File: src/shared/cms_pkg.sv
// Purpose: Constants for the converter mode serial control block
// Assumes: 25 MHz system clock
// Notes:   Times in ns, cycle counts derived below
`default_nettype none
package cms_pkg;
  localparam int          CMS_CLK_NS        = 40;
  localparam int          CMS_WORD_BITS     = 8;
  localparam int          CMS_CODE_BITS     = 3;
  localparam int          CMS_CNT_BITS      = 4;
  localparam int          CMS_SAMPLE_BITS   = 8;
  localparam int          CMS_DAC_BITS      = 10;
  localparam int          CMS_T_FAST_NS     = 10000;
  localparam int          CMS_T_SLOW_NS     = 40000;
  // Longest times round down
  localparam int          CMS_T_FAST_CYC    = CMS_T_FAST_NS / CMS_CLK_NS;
  localparam int          CMS_T_SLOW_CYC    = CMS_T_SLOW_NS / CMS_CLK_NS;
  localparam int          CMS_TMR_BITS      = 11;
  localparam logic [7:0]  CMS_MODE_RESET    = 8'h00;
  localparam logic [2:0]  CMS_CODE_SHUTDOWN = 3'h0;
  localparam logic [2:0]  CMS_CODE_IDLE     = 3'h1;
  localparam logic [2:0]  CMS_CODE_RX       = 3'h2;
  localparam logic [2:0]  CMS_CODE_TX       = 3'h3;
  localparam logic [2:0]  CMS_CODE_XCVR     = 3'h4;
  localparam logic [2:0]  CMS_CODE_STANDBY  = 3'h5;
  // Power bits: reference, clock distribution, adc, dac
  localparam logic [3:0]  CMS_PWR_SHUTDOWN  = 4'h0;
  localparam logic [3:0]  CMS_PWR_IDLE      = 4'hC;
  localparam logic [3:0]  CMS_PWR_RX        = 4'hE;
  localparam logic [3:0]  CMS_PWR_TX        = 4'hD;
  localparam logic [3:0]  CMS_PWR_XCVR      = 4'hF;
  localparam logic [3:0]  CMS_PWR_STANDBY   = 4'h8;
  localparam int          CMS_PWR_REF       = 3;
  localparam int          CMS_PWR_CLKD      = 2;
  localparam int          CMS_PWR_ADC       = 1;
  localparam int          CMS_PWR_DAC       = 0;
  typedef enum logic [1:0] {CMS_WAKE_READY, CMS_WAKE_WAIT} cms_wake_t;
endpackage
`default_nettype wire

File: src/rtl/cms_sync.sv
// Purpose: Two-flop synchroniser for pin inputs
// Assumes: Single clock domain clk
// Notes:   First stage feeds only the second
`default_nettype none
module cms_sync #(
  parameter int W = 1
) (
  input  wire logic         clk,
  input  wire logic         rst_n,
  input  wire logic [W-1:0] d,
  output var  logic [W-1:0] q
);
  logic [W-1:0] meta_reg;
  always_ff @(posedge clk or negedge rst_n) begin
    if (!rst_n) begin
      meta_reg <= '0;
      q        <= '0;
    end else begin
      meta_reg <= d;
      q        <= meta_reg;
    end
  end
endmodule
`default_nettype wire

File: src/rtl/cms_shift.sv
// Purpose: Serial shift register, MSB first, with bit counter
// Assumes: Inputs already synchronised to clk
// Notes:   Pulses word_vld when select rises after eight or more bits
`default_nettype none
module cms_shift
  import cms_pkg::*;
(
  input  wire logic                     clk,
  input  wire logic                     rst_n,
  input  wire logic                     sck_s,
  input  wire logic                     sdi_s,
  input  wire logic                     cs_n_s,
  output var  logic [CMS_WORD_BITS-1:0] word,
  output var  logic                     word_vld
);
  logic                     sck_q_reg;
  logic                     cs_q_reg;
  logic [CMS_WORD_BITS-1:0] sh_reg;
  logic [CMS_WORD_BITS-1:0] sh_next;
  logic [CMS_CNT_BITS-1:0]  cnt_reg;
  logic [CMS_CNT_BITS-1:0]  cnt_next;
  logic                     vld_next;
  logic                     sck_rise;
  logic                     cs_rise;
  logic                     cs_fall;

  assign sck_rise = sck_s & ~sck_q_reg;
  assign cs_rise  = cs_n_s & ~cs_q_reg;
  assign cs_fall  = ~cs_n_s & cs_q_reg;

  always_comb begin
    sh_next  = sh_reg;
    cnt_next = cnt_reg;
    vld_next = 1'b0;
    if (cs_fall) begin
      cnt_next = '0;
    end else if (!cs_n_s && sck_rise && cnt_reg < CMS_CNT_BITS'(CMS_WORD_BITS)) begin
      sh_next  = {sh_reg[CMS_WORD_BITS-2:0], sdi_s};
      cnt_next = cnt_reg + 4'h1;
    end
    if (cs_rise && cnt_reg == CMS_CNT_BITS'(CMS_WORD_BITS)) begin
      vld_next = 1'b1;
    end
  end

  always_ff @(posedge clk or negedge rst_n) begin
    if (!rst_n) begin
      sck_q_reg <= 1'b0;
      cs_q_reg  <= 1'b1;
      sh_reg    <= '0;
      cnt_reg   <= '0;
      word_vld  <= 1'b0;
    end else begin
      sck_q_reg <= sck_s;
      cs_q_reg  <= cs_n_s;
      sh_reg    <= sh_next;
      cnt_reg   <= cnt_next;
      word_vld  <= vld_next;
    end
  end
  chk_short_frame: assert property (@(posedge clk) disable iff (!rst_n)
    cs_rise && cnt_reg != CMS_CNT_BITS'(CMS_WORD_BITS) |=> !word_vld)
    else $error("short frame produced a word");
  assign word = sh_reg;
endmodule
`default_nettype wire

File: src/rtl/cms_top.sv
// Purpose: Mode latch and power/bus control for converter front end
// Assumes: clk 25 MHz; serial pins asynchronous to clk
// Notes:   Serial port runs in every mode
//
// Functional notes
// - Eight-bit word, low three bits matter
// - Code 000 shutdown, all off
// - Code 001 idle, reference and clock
// - Code 010 receive, adcs drive bus
// - Code 011 transmit, dacs on
// - Code 100 transceive, everything on
// - Code 101 standby, reference only
// - Serial port works in all modes
// - Bus enable shows last sample first
// - Leaving shutdown clears dac data
// - Shutdown wake 40us, receive 10us
// - Idle wake 10us with clock running
// - Idle wake 40us with clock stopped
// - Data taken only while select low
// - Rising serial clock, MSB first
// - Eight bits move word to latch
// - Serial clock idles either level
// - Wake timed from select rising
// - Active switches 10us, standby 40us, standby to receive 10us
`default_nettype none
module cms_top
  import cms_pkg::*;
(
  input  wire logic                       clk,
  input  wire logic                       rst_n,
  input  wire logic                       sck,
  input  wire logic                       sdi,
  input  wire logic                       cs_n,
  input  wire logic                       conv_clk_static,
  input  wire logic [CMS_SAMPLE_BITS-1:0] adc_sample,
  input  wire logic                       adc_sample_vld,
  input  wire logic [CMS_DAC_BITS-1:0]    dac_in,
  input  wire logic                       dac_in_vld,
  output var  logic                       ref_pwr,
  output var  logic                       clkd_pwr,
  output var  logic                       adc_pwr,
  output var  logic                       dac_pwr,
  output var  logic [CMS_SAMPLE_BITS-1:0] adc_output_bus_o,
  output var  logic                       adc_output_bus_oe_n,
  output var  logic [CMS_DAC_BITS-1:0]    dac_hold,
  output var  logic [CMS_CODE_BITS-1:0]   mode_code,
  output var  logic                       ready
);
  // ----------------------------------------
  // Input synchronisers
  // ----------------------------------------
  logic [2:0] pins_s;
  logic       static_s;
  // Select enters inverted so reset reads as idle
  cms_sync #(.W(3)) u_sync (
    .clk   (clk),
    .rst_n (rst_n),
    .d     ({sck, sdi, ~cs_n}),
    .q     (pins_s)
  );
  cms_sync #(.W(1)) u_sync_st (
    .clk   (clk),
    .rst_n (rst_n),
    .d     (conv_clk_static),
    .q     (static_s)
  );

  // ----------------------------------------
  // Serial port
  // ----------------------------------------
  logic [CMS_WORD_BITS-1:0] word;
  logic                     word_vld;
  cms_shift u_shift (
    .clk      (clk),
    .rst_n    (rst_n),
    .sck_s    (pins_s[2]),
    .sdi_s    (pins_s[1]),
    .cs_n_s   (~pins_s[0]),
    .word     (word),
    .word_vld (word_vld)
  );

  // ----------------------------------------
  // Mode latch and timer
  // ----------------------------------------
  function automatic logic [3:0] pwr_of(input logic [2:0] c);
    logic [3:0] p;
    p = CMS_PWR_SHUTDOWN;
    unique case (c)
      CMS_CODE_SHUTDOWN: p = CMS_PWR_SHUTDOWN;
      CMS_CODE_IDLE:     p = CMS_PWR_IDLE;
      CMS_CODE_RX:       p = CMS_PWR_RX;
      CMS_CODE_TX:       p = CMS_PWR_TX;
      CMS_CODE_XCVR:     p = CMS_PWR_XCVR;
      CMS_CODE_STANDBY:  p = CMS_PWR_STANDBY;
      default:           p = CMS_PWR_SHUTDOWN;
    endcase
    return p;
  endfunction

  function automatic logic is_active(input logic [2:0] c);
    return c == CMS_CODE_RX || c == CMS_CODE_TX || c == CMS_CODE_XCVR;
  endfunction

  logic [CMS_WORD_BITS-1:0] mode_reg;
  logic [CMS_WORD_BITS-1:0] mode_next;
  logic [CMS_TMR_BITS-1:0]  tmr_reg;
  logic [CMS_TMR_BITS-1:0]  tmr_next;
  cms_wake_t                wst_reg;
  cms_wake_t                wst_next;
  logic [2:0]               cur;
  logic [2:0]               nw;
  logic                     take;
  logic                     leave_sd;

  assign cur      = mode_reg[CMS_CODE_BITS-1:0];
  assign nw       = word[CMS_CODE_BITS-1:0];
  assign take     = word_vld && nw <= CMS_CODE_STANDBY;
  assign leave_sd = take && cur == CMS_CODE_SHUTDOWN && nw != CMS_CODE_SHUTDOWN;

  always_comb begin
    mode_next = mode_reg;
    tmr_next  = tmr_reg;
    wst_next  = wst_reg;
    if (take) begin
      mode_next = word;
      if (is_active(nw)) begin
        wst_next = CMS_WAKE_WAIT;
        if (is_active(cur)) begin
          tmr_next = CMS_TMR_BITS'(CMS_T_FAST_CYC);
        end else if (cur == CMS_CODE_IDLE) begin
          tmr_next = static_s ? CMS_TMR_BITS'(CMS_T_SLOW_CYC)
                              : CMS_TMR_BITS'(CMS_T_FAST_CYC);
        end else if (nw == CMS_CODE_RX) begin
          tmr_next = CMS_TMR_BITS'(CMS_T_FAST_CYC);
        end else begin
          // Transmit, transceive from shutdown or standby
          tmr_next = CMS_TMR_BITS'(CMS_T_SLOW_CYC);
        end
      end else begin
        wst_next = CMS_WAKE_READY;
        tmr_next = '0;
      end
    end else begin
      unique case (wst_reg)
        CMS_WAKE_WAIT: begin
          tmr_next = tmr_reg - 11'h001;
          if (tmr_reg == 11'h001) begin
            wst_next = CMS_WAKE_READY;
          end
        end
        CMS_WAKE_READY: begin
          tmr_next = tmr_reg;
        end
        default: wst_next = CMS_WAKE_READY;
      endcase
    end
  end

  always_ff @(posedge clk or negedge rst_n) begin
    if (!rst_n) begin
      mode_reg <= CMS_MODE_RESET;
      tmr_reg  <= '0;
      wst_reg  <= CMS_WAKE_READY;
    end else begin
      mode_reg <= mode_next;
      tmr_reg  <= tmr_next;
      wst_reg  <= wst_next;
    end
  end

  // ----------------------------------------
  // Outputs and data holding
  // ----------------------------------------
  logic [3:0]                 pw;
  logic [CMS_SAMPLE_BITS-1:0] last_reg;
  logic [CMS_SAMPLE_BITS-1:0] last_next;
  logic [CMS_DAC_BITS-1:0]    dac_next;

  assign pw = pwr_of(cur);

  always_comb begin
    last_next = last_reg;
    dac_next  = dac_hold;
    if (adc_sample_vld && pw[CMS_PWR_ADC]) begin
      last_next = adc_sample;
    end
    if (dac_in_vld && pw[CMS_PWR_DAC]) begin
      dac_next = dac_in;
    end
    if (leave_sd) begin
      dac_next = '0;
    end
  end

  always_ff @(posedge clk or negedge rst_n) begin
    if (!rst_n) begin
      last_reg            <= '0;
      dac_hold            <= '0;
      ref_pwr             <= 1'b0;
      clkd_pwr            <= 1'b0;
      adc_pwr             <= 1'b0;
      dac_pwr             <= 1'b0;
      adc_output_bus_o    <= '0;
      adc_output_bus_oe_n <= 1'b1;
      mode_code           <= CMS_CODE_SHUTDOWN;
      ready               <= 1'b0;
    end else begin
      last_reg            <= last_next;
      dac_hold            <= dac_next;
      ref_pwr             <= pw[CMS_PWR_REF];
      clkd_pwr            <= pw[CMS_PWR_CLKD];
      adc_pwr             <= pw[CMS_PWR_ADC];
      dac_pwr             <= pw[CMS_PWR_DAC];
      adc_output_bus_o    <= last_next;
      adc_output_bus_oe_n <= ~pw[CMS_PWR_ADC];
      mode_code           <= cur;
      ready               <= wst_next == CMS_WAKE_READY && is_active(mode_next[2:0]);
    end
  end

  // ----------------------------------------
  // Checks
  // ----------------------------------------
  chk_bus_tristate: assert property (@(posedge clk) disable iff (!rst_n)
    !adc_pwr |-> adc_output_bus_oe_n)
    else $error("adc bus driven while adcs off");
  chk_rx_decode: assert property (@(posedge clk) disable iff (!rst_n)
    $past(cur) == CMS_CODE_RX |-> !adc_output_bus_oe_n && !dac_pwr && ref_pwr)
    else $error("receive decode wrong");
  chk_xcvr_decode: assert property (@(posedge clk) disable iff (!rst_n)
    $past(cur) == CMS_CODE_XCVR |-> adc_pwr && dac_pwr && ref_pwr)
    else $error("transceive decode wrong");
  chk_standby_decode: assert property (@(posedge clk) disable iff (!rst_n)
    $past(cur) == CMS_CODE_STANDBY |-> ref_pwr && !clkd_pwr && !adc_pwr && !dac_pwr)
    else $error("standby decode wrong");
  chk_reserved_code: assert property (@(posedge clk) disable iff (!rst_n)
    word_vld && nw > CMS_CODE_STANDBY |=> $stable(mode_reg))
    else $error("reserved code changed mode");
  chk_word_latch: assert property (@(posedge clk) disable iff (!rst_n)
    take |=> mode_reg == $past(word))
    else $error("word not latched");
  chk_dac_clear: assert property (@(posedge clk) disable iff (!rst_n)
    leave_sd |=> dac_hold == '0)
    else $error("dac data kept after shutdown");
  chk_fast_wake: assert property (@(posedge clk) disable iff (!rst_n)
    take && is_active(nw) && is_active(cur) |=> tmr_reg == CMS_TMR_BITS'(CMS_T_FAST_CYC))
    else $error("active switch time wrong");
  chk_bus_sample: assert property (@(posedge clk) disable iff (!rst_n)
    $fell(adc_output_bus_oe_n) |-> adc_output_bus_o == last_reg)
    else $error("bus enabled without last sample");
  chk_shutdown_decode: assert property (@(posedge clk) disable iff (!rst_n)
    $past(cur) == CMS_CODE_SHUTDOWN |-> !ref_pwr && !clkd_pwr && !adc_pwr && !dac_pwr)
    else $error("shutdown decode wrong");
  chk_idle_decode: assert property (@(posedge clk) disable iff (!rst_n)
    $past(cur) == CMS_CODE_IDLE |-> ref_pwr && clkd_pwr && !adc_pwr && !dac_pwr)
    else $error("idle decode wrong");
  chk_tx_decode: assert property (@(posedge clk) disable iff (!rst_n)
    $past(cur) == CMS_CODE_TX |-> ref_pwr && dac_pwr && !adc_pwr && adc_output_bus_oe_n)
    else $error("transmit decode wrong");
  chk_slow_wake: assert property (@(posedge clk) disable iff (!rst_n)
    take && nw != CMS_CODE_RX && is_active(nw) &&
    (cur == CMS_CODE_SHUTDOWN || cur == CMS_CODE_STANDBY)
    |=> tmr_reg == CMS_TMR_BITS'(CMS_T_SLOW_CYC))
    else $error("wake from shutdown time wrong");
  chk_idle_static: assert property (@(posedge clk) disable iff (!rst_n)
    take && is_active(nw) && cur == CMS_CODE_IDLE && static_s
    |=> tmr_reg == CMS_TMR_BITS'(CMS_T_SLOW_CYC))
    else $error("idle wake with stopped clock wrong");
  chk_wait_after_latch: assert property (@(posedge clk) disable iff (!rst_n)
    take && is_active(nw) |=> !ready)
    else $error("ready before wake time");
  chk_ready_mode: assert property (@(posedge clk) disable iff (!rst_n)
    ready |-> is_active(mode_code))
    else $error("ready outside active mode");
  chk_port_alive: assert property (@(posedge clk) disable iff (!rst_n)
    word_vld && nw <= CMS_CODE_STANDBY |=> cur == $past(nw))
    else $error("word refused in current mode");
  cov_rx: cover property (@(posedge clk) disable iff (!rst_n) take && nw == CMS_CODE_RX);
  cov_xcvr: cover property (@(posedge clk) disable iff (!rst_n) take && nw == CMS_CODE_XCVR);
  cov_ready: cover property (@(posedge clk) disable iff (!rst_n) $rose(ready));
  cov_bad: cover property (@(posedge clk) disable iff (!rst_n) word_vld && !take);
  cov_idle_slow: cover property (@(posedge clk) disable iff (!rst_n) take && static_s);
endmodule
`default_nettype wire

File: config.mk
export PLATFORM = sky130hd
export DESIGN_NAME = cms_top
export DESIGN_NICKNAME = d
export VERILOG_FILES = /design/src/shared/cms_pkg.sv /design/src/rtl/cms_sync.sv /design/src/rtl/cms_shift.sv /design/src/rtl/cms_top.sv
export SDC_FILE = /design/constraint.sdc
export NUM_CORES = 1
export LEC_CHECK = 0
export BUFFER_PORTS_ARGS = -buffer_cell sky130_fd_sc_hd__buf_4
export CORE_AREA = 2 2 73 75
export CTS_BUF_LIST = sky130_fd_sc_hd__clkbuf_16
export DETAILED_ROUTE_END_ITERATION = 10
export DIE_AREA = 0 0 75 77
export GPL_TIMING_DRIVEN = 0
export PLACE_DENSITY_LB_ADDON = 0.1
export SKIP_LAST_GASP = 1
export SYNTH_ARGS = -nofsm -noshare
export SYNTH_HDL_FRONTEND = slang
export SYNTH_HIERARCHICAL = 1
export SYNTH_SLANG_ARGS = --single-unit
File: constraint.sdc
create_clock -name clk -period 5.5 [get_ports clk]
set_input_delay 0.275 -clock clk [delete_from_list [all_inputs] [get_ports clk]]
set_output_delay 0.275 -clock clk [all_outputs]
set_load 0.005 [all_outputs]
Word-level counts from Yosys, hierarchy flattened. Index checks and enable logic that the tools add are counted. W data, S select, Z words.

Register bits after elaboration: 66. Input port bits: 26. Output and inout port bits: 27. Word-level logic and storage cells: 89.

$add $sub $neg: 2. Order comparisons: 2. Equal/unequal tests: 14. Muxes and demuxes: 18. Bitwise logic cells: 9. Reduce and logical (&&, ||, !) cells: 23.

Operators with widths (count): $mux W10 (6); $mux W11 (3); $pmux W4 S5 (1); $eq A3 B2 Y1 const B (6); $eq A3 B3 Y1 const B (4); $eq A11 B1 Y1 const B (1); $sub A11 B1 Y11 const B (1); $logic_and A1 B1 Y1 (9); $mux W4 (2); $logic_or A1 B1 Y1 (6); $not A1 Y1 (6); $reduce_bool A2 Y1 (3); $add A4 B1 Y4 const B (1); $eq A4 B4 Y1 const B (1); $logic_not A2 Y1 (2); $lt A4 B4 Y1 const B (1); $mux W2 (2); $pmux W2 S2 (1); $and A1 B1 Y1 (3); $eq A3 B1 Y1 const B (1); $le A3 B3 Y1 const B (1); $logic_not A3 Y1 (1); $mux W3 (1); $reduce_bool A3 Y1 (1); 3 further kinds (4).

Logic depth before layout (Yosys ltp).
Depth after elaboration: 7. Depth in mapped cells: 6. Depth with buffers taken out: 6.

Cells and area by module. Netlist, hierarchy kept.

Modules (own cells, without submodules): cms_top (times used 1, cells each 170, area each 1970.6 sq um, seq. area each 1077.3 sq um); cms_shift (times used 1, cells each 46, area each 668.1 sq um, seq. area each 376.6 sq um); cms_sync (u_sync) (times used 1, cells each 6, area each 150.1 sq um, seq. area each 150.1 sq um); cms_sync (u_sync_st) (times used 1, cells each 2, area each 50.0 sq um, seq. area each 50.0 sq um).

Worst setup path before layout. Ideal clock, no wire load.

Kind: register -> register. From: register tmr_reg[0]. To: register tmr_reg[8]. Library setup time: 132 ps. Arrival time: 1655 ps. Data required time: 5368 ps. Slack: 3713 ps. Cell stages (with the launch flop): 7. Buffers on the path: 0. Period minus slack after synthesis: 1787 ps. Path through: dfrtp_1 -> inv_1 -> ha_1 -> or4b_1 -> nor4_1 -> a31o_1 -> a211oi_2.

Cells in the longest elaborated chain, start to end: 3.

RTL lines: start: declaration (line cms_top.sv:107) `logic [CMS_TMR_BITS-1:0] tmr_reg;`; start signal: assignment (line cms_top.sv:167) `tmr_reg <= tmr_next;`; $sub A11 B1 Y11 (line cms_top.sv:147) `tmr_next = tmr_reg - 11'h001;`; $mux W11 (line cms_top.sv:145) `unique case (wst_reg)`; $mux W11 (line cms_top.sv:125) `if (take) begin`.

No other way between the ends. The select of a mux whose other input is x is not followed. A chain may end at the register's enable or synchronous reset.

Worst setup path in the final report.
From: register tmr_reg[1]. To: register tmr_reg[8].

Same word-level chain as after synthesis.

==> out/metrics.csv <==
metric;value;unit
outcome;finished clean;
DRC;0;
Die Y;77;um
Avg WL per Cell;14.40;um
largest net degree at the start of global routing;62;
antenna violations before repair;0;
Cell Area, Placed;3117;um2
CTS tree;built;
Routed WL;5068;um
Layout Nets;308;
total die area;5775;um2
Routed Antenna Nets;0;
largest stage delay on the critical path;0.53;ns
Final Skew;0.007788;ns
synthesized instance count;214;
# hold bufs at CTS;0;
critical path launch point type;flip-flop;
CP delay by family, top;simple AND/OR/NAND/NOR gates;
Pwr Density;322.9;nW/um2
clk sinks;61;
CP Cell Sequence;inv_1, ha_1, or4b_1, nor4_1, a211oi_1, a211oi_2;
post-DP HPWL;3380;um
Critical Path AT;2.28;ns
Worst Max-Slew Pin Slew;0.7704;ns
grt ovf;0;
max_slew headroom;48.64;%
vias per cell;5.366;
endpoint class of the critical path;flip-flop;
fin util;68.33;%
Reg clk slew, reported paths;0.06;ns
H-tree levels;3;
Max clock buf depth;2;
Clk Latency, worst-skew pair;0.33;ns
Iter 0 DRT Violations;86;
GPL Wtd Cong;0.7828;
achievable frequency;0.4889;GHz
leakage;1.661;nW
I/O Buffers;52;
Syn. warnings;6;
Design Area, Final;3401;um2
Ports;53;
Final Hold Fails;0;
Ant. Diodes;0;
Worst Hold Class;in2async;
placement row count;26;
fillers;388;
max FFs per register;11;
VDD IR-drop max;0.2720;mV
critical-path cell with the highest stage delay;or4b_1;
die width;75;um
synthesized cell area;2639;um2
Syn Nets;245;
Setup Crit Path Kind;reg2reg;
final setup vio count;0;
Slew Limit Fails;0;
post-CTS setup buffers;0;
total number of vias;1889;
Worst Path Max Fanout;5;
post-cts sizing count;0;
buffers and inverters on the worst path;1;
fin crit period;2.045;ns
initial core utilization;53.02;%
gr usage total;19.69;%
first-pass GRT wire length;8535;um
cts bufs inserted;9;
Max Cap Viol;0;
Core ar.;4977;um2
DR pass1 iterations;4;
CTS root buffer;clkbuf_16;
RSZ-0062 raised after global routing;no;
Syn Area/Cell;12.33;um2
vias in the first global route;1864;
Area growth syn-to-layout;28.88;%
critical path required time;5.74;ns
share of cells above drive strength 1;32.98;%
setup TNS;0;ns
Final period util;37.19;%
final timing paths:
path	from	endpoint	slack [ns]	cells after the start
worst max-delay path	tmr_reg[1]	tmr_reg[8]	3.45	6
worst min-delay path	rst_n	tmr_reg[2]	0.0007	1
worst max register to register	tmr_reg[1]	tmr_reg[8]	3.45	6
worst min register to register	u_sync/meta_reg[2]	u_sync/q[2]	0.34	0
max in group asynchronous	rst_n	u_sync/q[2]	4.97	1
min in group clk	conv_clk_static	u_sync_st/meta_reg	0.06	1
cell type report:
type / count / area [um2] / share of cell area [%]
Sequential cell: 61 / 1529 / 44.96
Multi-Input combinational cell: 135 / 1037 / 30.50
Timing Repair Buffer: 52 / 390.4 / 11.48
Clock buffer: 9 / 225.2 / 6.623
Tap cell: 70 / 87.58 / 2.575
Clock inverter: 7 / 58.81 / 1.729
Inverter: 13 / 48.80 / 1.435
Buffer: 5 / 23.77 / 0.6990
cells in the final DEF (no fill, tap or decap), drive strengths merged, types with 3 or more instances in the layout:
master and instances:
a211oi 4, a21oi 11, a22o 10, a31oi 3, buf 55, clkbuf 11
clkinv 3, dfrtp 59, ha 5, inv 15, mux2 13, nand2 9
nand2b 4, nor2 14, nor2b 3, nor3 5, nor3b 3, nor4 5
nor4b 3, o21ai 8, o22a 3, or3b 4
metal layers:
metal  vias up  routed length, um  global-route usage [%]
li1        908                  -                       -
met1       912               2242                   25.81
met2        64               2467                   29.56
met3         5                308                   7.490
met4         0                 49                   7.143
met5         -                  0                       0
power by group:
part	internal, mW	switching [mW]
sequential	0.468	0.0228
clock	0.343	0.188
combinational	0.0453	0.0308
total	0.856	0.242
stage by stage:
| step | cells | hold slack, ns | power, mW | worst slack, ns |
|---|---|---|---|---|
| 2_1_floorplan | 214 | -0.02059 | 0.5352 | 3.713 |
| 3_3_place_gp | 336 | 0.3336 | 0.5726 | 3.514 |
| 3_5_place_dp | 336 | 0.3365 | 0.5748 | 3.477 |
| 4_1_cts | 352 | 0.05145 | 1.106 | 3.467 |
| 5_1_grt | 352 | 0.04360 | 1.141 | 3.301 |
| 6_report | 352 | 0.0006631 | 1.098 | 3.455 |
Note: power is estimated with default switching activity, not from simulation.
